**config.mk**
```make
export PLATFORM = sky130hd
export DESIGN_NAME = uart_register_interface
export DESIGN_NICKNAME = d
export VERILOG_FILES = /design/src/rtl/uart_regs_pkg.sv /design/src/rtl/rx_store_if.sv /design/src/rtl/rx_store.sv /design/src/rtl/uart_register_interface.sv
export VERILOG_INCLUDE_DIRS = /design/src /design/src/rtl
export SDC_FILE = /design/constraint.sdc
export NUM_CORES = 1
export LEC_CHECK = 0
export BUFFER_PORTS_ARGS = -buffer_cell sky130_fd_sc_hd__buf_2
export CORE_ASPECT_RATIO = 0.7
export CORE_MARGIN = 4
export CORE_UTILIZATION = 25
export CTS_BUF_LIST = sky130_fd_sc_hd__clkbuf_8
export DETAILED_ROUTE_END_ITERATION = 12
export GPL_ROUTABILITY_DRIVEN = 0
export SLEW_MARGIN = 40
export SYNTH_ARGS = -nofsm -noshare
export SYNTH_HDL_FRONTEND = slang
export SYNTH_SLANG_ARGS = --single-unit
```
**constraint.sdc**
```tcl
create_clock -name SYS_CLK -period 4.4 [get_ports SYS_CLK]
set_input_delay 1.32 -clock SYS_CLK [delete_from_list [all_inputs] [get_ports SYS_CLK]]
set_output_delay 1.32 -clock SYS_CLK [all_outputs]
set_load 0.02 [all_outputs]
```
**src/rtl/uart_regs_defines.svh**
```systemverilog
/*
 * Register offsets, field positions, masks and reset values of the serial channel
 * register bank.
 * Assumes a 16-bit register port with byte addresses as printed.
 */
`ifndef UART_REGS_DEFINES_SVH
`define UART_REGS_DEFINES_SVH

// ----------------------------------------------------------------------------
// Register offsets
// ----------------------------------------------------------------------------
`define OFF_CLOCK_CTRL   16'h4380
`define OFF_MODE         16'h4382
`define OFF_BAUD_RATE    16'h4384
`define OFF_CONTROL      16'h4386
`define OFF_TX_DATA      16'h4388
`define OFF_RX_DATA      16'h438a
`define OFF_STATUS       16'h438c
`define OFF_IRQ_EN       16'h438e

// ----------------------------------------------------------------------------
// Writable masks (reserved bits read as zero)
// ----------------------------------------------------------------------------
`define MASK_CLOCK_CTRL  16'h0133
`define MASK_MODE        16'h037f
`define MASK_BAUD_RATE   16'h0fff
`define MASK_IRQ_EN      7'h7f

// ----------------------------------------------------------------------------
// Field positions
// ----------------------------------------------------------------------------
`define BIT_SOFT_RESET   1
`define BIT_MODULE_EN    0
`define BIT_RX_BUSY      9
`define BIT_TX_BUSY      8
`define FLAG_TX_COMPLETE 6
`define FLAG_FRAMING     5
`define FLAG_PARITY      4
`define FLAG_OVERRUN     3
`define FLAG_RX_TWO      2
`define FLAG_RX_ONE      1
`define FLAG_TX_EMPTY    0
`define FLAG_COUNT       7

// ----------------------------------------------------------------------------
// Reset values
// ----------------------------------------------------------------------------
`define RST_WORD         16'h0000
`define RST_BYTE         8'h00
`define RST_FLAGS        7'h01
`define RX_STORE_FULL    2'h2

`endif

```
**src/rtl/uart_regs_pkg.sv**
```systemverilog
/*
 * Shared types of the serial channel register bank.
 * Assumes nothing beyond a SystemVerilog compiler.
 */
package uart_regs_pkg;
    typedef logic [15:0] word_t;
    typedef logic [7:0]  byte_t;
    typedef logic [1:0]  level_t;
    typedef logic [6:0]  flags_t;
endpackage
```
**src/rtl/rx_store_if.sv**
```systemverilog
/*
 * Carrier between the register bank and its two-entry receive store.
 * Assumes both ends run on the same clock.
 */
`timescale 1ns/10ps
interface rx_store_if;
    logic                  ce;
    logic                  flush;
    logic                  push;
    uart_regs_pkg::byte_t  push_data;
    logic                  pop;
    uart_regs_pkg::byte_t  head;
    uart_regs_pkg::level_t count;

    modport store (input ce, input flush, input push, input push_data, input pop,
                   output head, output count);
    modport ctrl  (output ce, output flush, output push, output push_data, output pop,
                   input head, input count);
endinterface

```
**src/rtl/rx_store.sv**
```systemverilog
/*
 * Two-entry receive store; the oldest byte always sits in a register.
 * Assumes the controller never pushes into a full store without a pop.
 */
`timescale 1ns/10ps
`include "uart_regs_defines.svh"
module rx_store
(
    input  wire logic  clk,
    input  wire logic  rst,
    rx_store_if.store  st
);
    uart_regs_pkg::byte_t tail;
    logic                 push_eff;
    logic                 pop_eff;

    // ------------------------------------------------------------------------
    // Effective operations
    // ------------------------------------------------------------------------
    // A push into a full store is dropped unless a pop frees a slot
    assign pop_eff  = st.pop & (st.count != 2'h0);
    assign push_eff = st.push & ((st.count != `RX_STORE_FULL) | pop_eff);

    // Occupancy
    always_ff @(posedge clk or posedge rst)
    begin
        if (rst)
            st.count <= 2'h0;
        else if (st.ce)
        begin
            if (st.flush)
                st.count <= 2'h0;
            else if (push_eff & ~pop_eff)
                st.count <= st.count + 2'h1;
            else if (pop_eff & ~push_eff)
                st.count <= st.count - 2'h1;
        end
    end

    // Head and tail entries
    always_ff @(posedge clk or posedge rst)
    begin
        if (rst)
        begin
            st.head <= `RST_BYTE;
            tail    <= `RST_BYTE;
        end
        else if (st.ce & ~st.flush)
        begin
            if (push_eff & ((st.count == 2'h0) | ((st.count == 2'h1) & pop_eff)))
                st.head <= st.push_data;
            else if (pop_eff & (st.count == `RX_STORE_FULL))
                st.head <= tail;
            if (push_eff & (((st.count == 2'h1) & ~pop_eff) | (st.count == `RX_STORE_FULL)))
                tail <= st.push_data;
        end
    end
endmodule // rx_store

```
**src/rtl/uart_register_interface.sv**
```systemverilog
/*
 * Register bank of one asynchronous serial channel: clock, mode, baud, control,
 * transmit and receive data, status flags and interrupt enables.
 * Assumes a serial core outside that reports received bytes, errors and
 * transmit events as one-cycle pulses synchronous to SYS_CLK.
 */
`timescale 1ns/10ps
// Offsets, masks and flag positions shared with the store and the bench
`include "uart_regs_defines.svh"
module uart_register_interface
(
    input  wire logic                  SYS_CLK,
    input  wire logic                  RST,
    input  wire logic                  CLK_EN,
    input  wire logic [15:0]           ADDR,
    input  wire logic [15:0]           WDATA,
    input  wire logic                  WR,
    input  wire logic                  RD,
    output uart_regs_pkg::word_t       RDATA,
    input  wire logic                  RX_VALID,
    input  wire logic [7:0]            RX_BYTE,
    input  wire logic                  RX_FRAMING_ERR,
    input  wire logic                  RX_PARITY_ERR,
    input  wire logic                  TX_TAKE,
    input  wire logic                  TX_DONE,
    input  wire logic                  RX_BUSY,
    input  wire logic                  TX_BUSY,
    output uart_regs_pkg::word_t       CLOCK_CFG,
    output uart_regs_pkg::word_t       MODE_CFG,
    output uart_regs_pkg::word_t       BAUD_CFG,
    output logic                       MODULE_EN,
    output logic                       SOFT_RESET,
    output uart_regs_pkg::byte_t       TX_BYTE,
    output logic                       TX_BUF_EMPTY,
    output logic                       IRQ
);
    // ------------------------------------------------------------------------
    // Decode and events
    // ------------------------------------------------------------------------
    rx_store_if            st ();
    uart_regs_pkg::flags_t flags;
    uart_regs_pkg::flags_t irq_en;
    uart_regs_pkg::flags_t set_vec;
    uart_regs_pkg::flags_t clr_vec;
    logic                  wr_status;
    logic                  wr_tx;
    logic                  rd_rx;
    logic                  soft_now;
    logic                  push_ok;
    logic                  pop_ok;
    logic                  rx_busy;
    logic                  tx_busy;

    assign wr_status = WR & (ADDR == `OFF_STATUS);
    assign wr_tx     = WR & (ADDR == `OFF_TX_DATA);
    assign rd_rx     = RD & (ADDR == `OFF_RX_DATA);
    assign soft_now  = WR & (ADDR == `OFF_CONTROL) & WDATA[`BIT_SOFT_RESET];
    assign pop_ok    = rd_rx & (st.count != 2'h0);
    // A byte finds room if the store is not full or a read frees a slot
    assign push_ok   = RX_VALID & ((st.count != `RX_STORE_FULL) | pop_ok);

    // Store hookup; bus and core strobes only act while the clock enable is high
    assign st.ce        = CLK_EN;
    assign st.flush     = soft_now;
    assign st.push      = push_ok;
    assign st.push_data = RX_BYTE;
    assign st.pop       = rd_rx;

    rx_store u_rx_store
    (
        .clk (SYS_CLK),
        .rst (RST),
        .st  (st.store)
    );

    // ------------------------------------------------------------------------
    // Flag set and clear terms
    // ------------------------------------------------------------------------
    // Set terms from the core and the store; sets override clears below
    always_comb
    begin
        set_vec = 7'h00;
        set_vec[`FLAG_TX_COMPLETE] = TX_DONE;
        set_vec[`FLAG_FRAMING]     = push_ok & RX_FRAMING_ERR;
        set_vec[`FLAG_PARITY]      = push_ok & RX_PARITY_ERR;
        set_vec[`FLAG_OVERRUN]     = RX_VALID & ~push_ok;
        set_vec[`FLAG_RX_TWO]      = push_ok & (((st.count == 2'h1) & ~pop_ok) |
                                                (st.count == `RX_STORE_FULL));
        set_vec[`FLAG_RX_ONE]      = push_ok;
        set_vec[`FLAG_TX_EMPTY]    = TX_TAKE;
    end

    // Clear terms from software
    always_comb
    begin
        clr_vec = 7'h00;
        clr_vec[`FLAG_TX_COMPLETE] = wr_status & WDATA[`FLAG_TX_COMPLETE];
        clr_vec[`FLAG_OVERRUN]     = wr_status & WDATA[`FLAG_OVERRUN];
        clr_vec[`FLAG_FRAMING]     = (wr_status & WDATA[`FLAG_FRAMING]) | rd_rx;
        clr_vec[`FLAG_PARITY]      = (wr_status & WDATA[`FLAG_PARITY]) | rd_rx;
        // Buffer-full flags ignore writes; a read drops one level
        clr_vec[`FLAG_RX_TWO]      = pop_ok;
        clr_vec[`FLAG_RX_ONE]      = pop_ok & (st.count == 2'h1);
        clr_vec[`FLAG_TX_EMPTY]    = wr_tx;
    end

    // ------------------------------------------------------------------------
    // Status flags, one flop per bit
    // ------------------------------------------------------------------------
    // Soft reset restores flag reset values, the empty flag coming back as one
    genvar gi;
    generate
        for (gi = 0; gi < `FLAG_COUNT; gi++)
        begin : g_flag
            localparam uart_regs_pkg::flags_t RST_V = `RST_FLAGS;
            always_ff @(posedge SYS_CLK or posedge RST)
            begin
                if (RST)
                    flags[gi] <= RST_V[gi];
                else if (CLK_EN)
                begin
                    if (soft_now)
                        flags[gi] <= RST_V[gi];
                    else
                        flags[gi] <= set_vec[gi] | (flags[gi] & ~clr_vec[gi]);
                end
            end
        end
    endgenerate

    // Busy levels from the core, cleared by soft reset
    always_ff @(posedge SYS_CLK or posedge RST)
    begin
        if (RST)
        begin
            rx_busy <= 1'b0;
            tx_busy <= 1'b0;
        end
        else if (CLK_EN)
        begin
            rx_busy <= RX_BUSY & ~soft_now;
            tx_busy <= TX_BUSY & ~soft_now;
        end
    end

    // ------------------------------------------------------------------------
    // Configuration registers
    // ------------------------------------------------------------------------
    // Reserved bits are masked off on write so outputs and reads stay clean
    always_ff @(posedge SYS_CLK or posedge RST)
    begin
        if (RST)
        begin
            CLOCK_CFG <= `RST_WORD;
            MODE_CFG  <= `RST_WORD;
            BAUD_CFG  <= `RST_WORD;
            MODULE_EN <= 1'b0;
            irq_en    <= 7'h00;
        end
        else if (CLK_EN & WR)
        begin
            case (ADDR)
                `OFF_CLOCK_CTRL: CLOCK_CFG <= WDATA & `MASK_CLOCK_CTRL;
                `OFF_MODE:       MODE_CFG  <= WDATA & `MASK_MODE;
                `OFF_BAUD_RATE:  BAUD_CFG  <= WDATA & `MASK_BAUD_RATE;
                `OFF_CONTROL:    MODULE_EN <= WDATA[`BIT_MODULE_EN];
                `OFF_IRQ_EN:     irq_en    <= WDATA[6:0] & `MASK_IRQ_EN;
                default:         irq_en    <= irq_en;
            endcase
        end
    end

    // Soft reset pulse to the core; the bit itself reads back as zero
    always_ff @(posedge SYS_CLK or posedge RST)
    begin
        if (RST)
            SOFT_RESET <= 1'b0;
        else if (CLK_EN)
            SOFT_RESET <= soft_now;
    end

    // ------------------------------------------------------------------------
    // Transmit data
    // ------------------------------------------------------------------------
    // Only the low byte is held; software may overwrite before the core takes it
    always_ff @(posedge SYS_CLK or posedge RST)
    begin
        if (RST)
            TX_BYTE <= `RST_BYTE;
        else if (CLK_EN & wr_tx)
            TX_BYTE <= WDATA[7:0];
    end

    // Empty flag mirrored to the core from its own flop copy
    always_ff @(posedge SYS_CLK or posedge RST)
    begin
        if (RST)
            TX_BUF_EMPTY <= 1'b1;
        else if (CLK_EN)
        begin
            if (soft_now)
                TX_BUF_EMPTY <= 1'b1;
            else
                TX_BUF_EMPTY <= TX_TAKE | (TX_BUF_EMPTY & ~wr_tx);
        end
    end

    // ------------------------------------------------------------------------
    // Interrupt request and read port
    // ------------------------------------------------------------------------
    // Registered, so the request trails the flag by one cycle
    always_ff @(posedge SYS_CLK or posedge RST)
    begin
        if (RST)
            IRQ <= 1'b0;
        else if (CLK_EN)
            IRQ <= |(flags & irq_en);
    end

    // Read data stand for one cycle while CLK_EN is high and hold while it is low; unmapped offsets read zero
    always_ff @(posedge SYS_CLK or posedge RST)
    begin
        if (RST)
            RDATA <= `RST_WORD;
        else if (CLK_EN)
        begin
            RDATA <= `RST_WORD;
            if (RD)
            begin
                case (ADDR)
                    `OFF_CLOCK_CTRL: RDATA <= CLOCK_CFG;
                    `OFF_MODE:       RDATA <= MODE_CFG;
                    `OFF_BAUD_RATE:  RDATA <= BAUD_CFG;
                    `OFF_CONTROL:    RDATA <= {15'h0000, MODULE_EN};
                    `OFF_TX_DATA:    RDATA <= {8'h00, TX_BYTE};
                    `OFF_RX_DATA:    RDATA <= {8'h00, st.head};
                    `OFF_STATUS:     RDATA <= {6'h00, rx_busy, tx_busy, 1'b0, flags};
                    `OFF_IRQ_EN:     RDATA <= {9'h000, irq_en};
                    default:         RDATA <= `RST_WORD;
                endcase
            end
        end
    end
endmodule // uart_register_interface

```
==> out/results.ini <==
[outcome]
outcome=completed

[global_route]
total_grt_usage_pct=13.8
grt_antenna_before_repair=0
first_global_vias=3512
congestion_overflow_gr=0
grt_max_degree=54
first_pass_grt_wire_length_um=20700

[layout]
antenna_cells_inserted=0
num-nets-final=511
multi_input_gate_area_mm2=0.00199
nFillCells=1712
seq_area_mm2=0.00210
drive_gt1_share_pct=46.0
layout-area-overhead-vs-synth_pct=22.1

[yosys]
syn_area_per_cell_um2=12.4
yosys.area_share.xor_xnor_pct=0
synth.cell_area_mm2=0.00431
synth-compound-area-share_pct=14.7
synth-adder-area-share_pct=0.871
synth_cell_type_count=59
synth_top_family_by_area=multiplexers
synth_simple_gate_area_share_pct=10.2
yosys_register_bits=84
async_flop_share_pct=100
synth_enable_flop_cells=0
ys_seq_area_share_pct=48.8
synth-warning-count=0
yosys_most_used_dff=dfrtp_1
synthCells=348
synthMuxAreaShare_pct=18.0

[detailed_routing]
detailroute.wirelength.met2_um=5770
drt_first_iter_violations=299
detail_route.vias_per_cell=4.94
avgRoutedWirePerCell_um=19.1
dr_wl_met3_um=1070
wirelength_um=13100
detail_route.drc_violations=0
vias=3388
firstDrtPassIters=5
detail-route-antenna-nets=0
m1WireLength_um=6120
routed.top_layer=met4

[floorplan]
core_mm2=0.0166
placement_rows=39
ports_placed_on_the_boundary=128
die-area_mm2=0.0194
die_width_um=165
die_y_um=118
initial_utilization_pct=26.0

[power]
leakage_power_nw=2.59
power.density_mw_per_mm2=372
irDropWorstVdd_mv=0.178

[job]
drv_cap=0

[sta]
rsz0062_at_grt=no
relative_max_transition_margin_pct=52.2
max_slew.worst_pin.slew_ps=712
timing.final.crit_period_ps=3410
fin_skew_ps=8.66
maxClockFrequency_mhz=294
tns_ps=0
final_number_of_max_transition_violations=0
final.hold.worst_slack_ps=486
setup_violations=0
fin_crit_sh_pct=77.4
hold_violations=0

[cts]
max-clock-path-buffers=2
ctsHoldBuffers=0
clock_latency_ps=370
cts_root_buf=clkbuf_8
cts_inserted_buffers=9
tritoncts=built
post-cts-setup-buffers=0
clkTransAtPathRegs_ps=90
clock-sinks=84
cts.htree.levels=3
post_cts_resized=0

[placed_design]
place_hpwl_um=10100
port_buffers=97

[setup_path]
worst_path_largest_cell_delay_ps=690
setup.worst_path.class=in -> reg
crit_fanout=6
timing.critical_path.slowest_stage_cell=or4b_1
critical_path.startpoint_type=primary input
critical_path_arrival_ps=3670
crit_path_end_kind=flop
crit_chain=buf_2, or4b_1, or3_1, nor3_4, buf_4, mux2_2
crit_required_ps=4660

[min_path]
worstHoldPathType=reg -> reg

==> cell usage after synthesis (all sizes together), types with 3 or more instances <==
cell type | number | area share (%)
and3 | 5 | 0.73
dfrtp | 82 | 48
ha | 3 | 0.87
or4b | 3 | 0.78
a22oi | 9 | 1.6
nand2b | 3 | 0.44
clkbuf | 5 | 0.44
a22o | 8 | 1.6
nor2 | 7 | 0.67
buf | 34 | 5.8
nor4 | 10 | 2.6
a222oi | 11 | 2.6
or3 | 3 | 0.44
mux2 | 67 | 17
a21oi | 8 | 1.5
nor3 | 5 | 1.1
a31oi | 3 | 0.44
nand2 | 8 | 0.70
o21ai | 11 | 1.4
inv | 12 | 1.0
a21o | 10 | 1.7
o2bb2ai | 4 | 0.81
nand3 | 6 | 0.70
==> worst max-delay path, delay by kind of cell <==
family | cells | cell delay, ps
buffers and inverters | 2 | 340
multiplexers | 1 | 340
AND/OR/NAND/NOR | 3 | 1660
==> final timing paths <==
kind / startpoint / endpoint / slack (ps) / cells after the start
worst min register to register: RDATA[8]$_DFFE_PP0P_ / RDATA[8]$_DFFE_PP0P_ / 490 / 1
min in group asynchronous: RST / MODE_CFG[1]$_DFFE_PP0P_ / 980 / 2
worst max-delay path: ADDR[5] / MODE_CFG[2]$_DFFE_PP0P_ / 990 / 6
worst min-delay path: RDATA[8]$_DFFE_PP0P_ / RDATA[8]$_DFFE_PP0P_ / 490 / 1
max in group asynchronous: RST / TX_BYTE[4]$_DFFE_PP0P_ / 2810 / 3
worst max register to register: u_rx_store.st.count[0]$_DFFE_PP0P_ / u_rx_store.st.head[4]$_DFFE_PP0P_ / 1880 / 7
==> flip-flops by register name, indices dropped and copies added (netlist names), 2 cells and up <==
signal	count
BAUD_CFG	12
CLOCK_CFG	5
MODE_CFG	9
RDATA	12
TX_BYTE	8
flags	7
irq_en	7
u_rx_store.st.count	2
u_rx_store.st.head	8
u_rx_store.tail	8
==> layout make-up <==
cell class / instances / share of cell area, %
clock buffer: 9 / 2.35
clock inverter: 7 / 2.35
inverter: 13 / 1.02
multi-input combinational: 237 / 37.8
sequential: 84 / 40.0
tap: 225 / 5.35
timing repair buffer: 111 / 11.2
==> cells in the final DEF (no fill, tap or decap), drive strengths merged, types with 10 or more instances in the layout <==
cell and count:
dfrtp 82, a21o 10, nor4 10, a222oi 11
buf 111, o21ai 11, mux2 67, conb 26
inv 12
==> kinds of logic after synthesis <==
kind of cell / after synthesis
AO/OA/AOI/OAI: 79
adder cells (fa/ha/maj): 3
buffers and inverters: 52
flip-flops: 84
multiplexers: 69
other: 1
AND/OR/NAND/NOR: 60
==> report_power, final <==
group,switching (W),internal [W],leakage (nW)
logic,0.000184,0.000174,1.36
clock network,0.000300,0.000382,0.125
registers,0.0000560,0.000863,1.11
==> per-layer routing <==
metal / global-route usage, % / vias up
li1: - / 1487
met1: 19.8 / 1721
met2: 20.9 / 164
met3: 3.96 / 16
met4: 2.18 / 0
met5: 0 / -
==> stage by stage <==
stage,instance area (µm²),setup slack [ps],power [W],utilization [%],instances
floorplan,4410,918,0.00120,-,373
CTS,5270,1020,0.00198,31.7,686
detailed placement,5020,617,0.00129,30.2,670
global route,5270,931,0.00206,31.7,686
finish,5270,993,0.00196,31.7,686
global placement,5010,625,0.00127,30.2,670
Note: power is estimated with default switching activity, not from simulation.
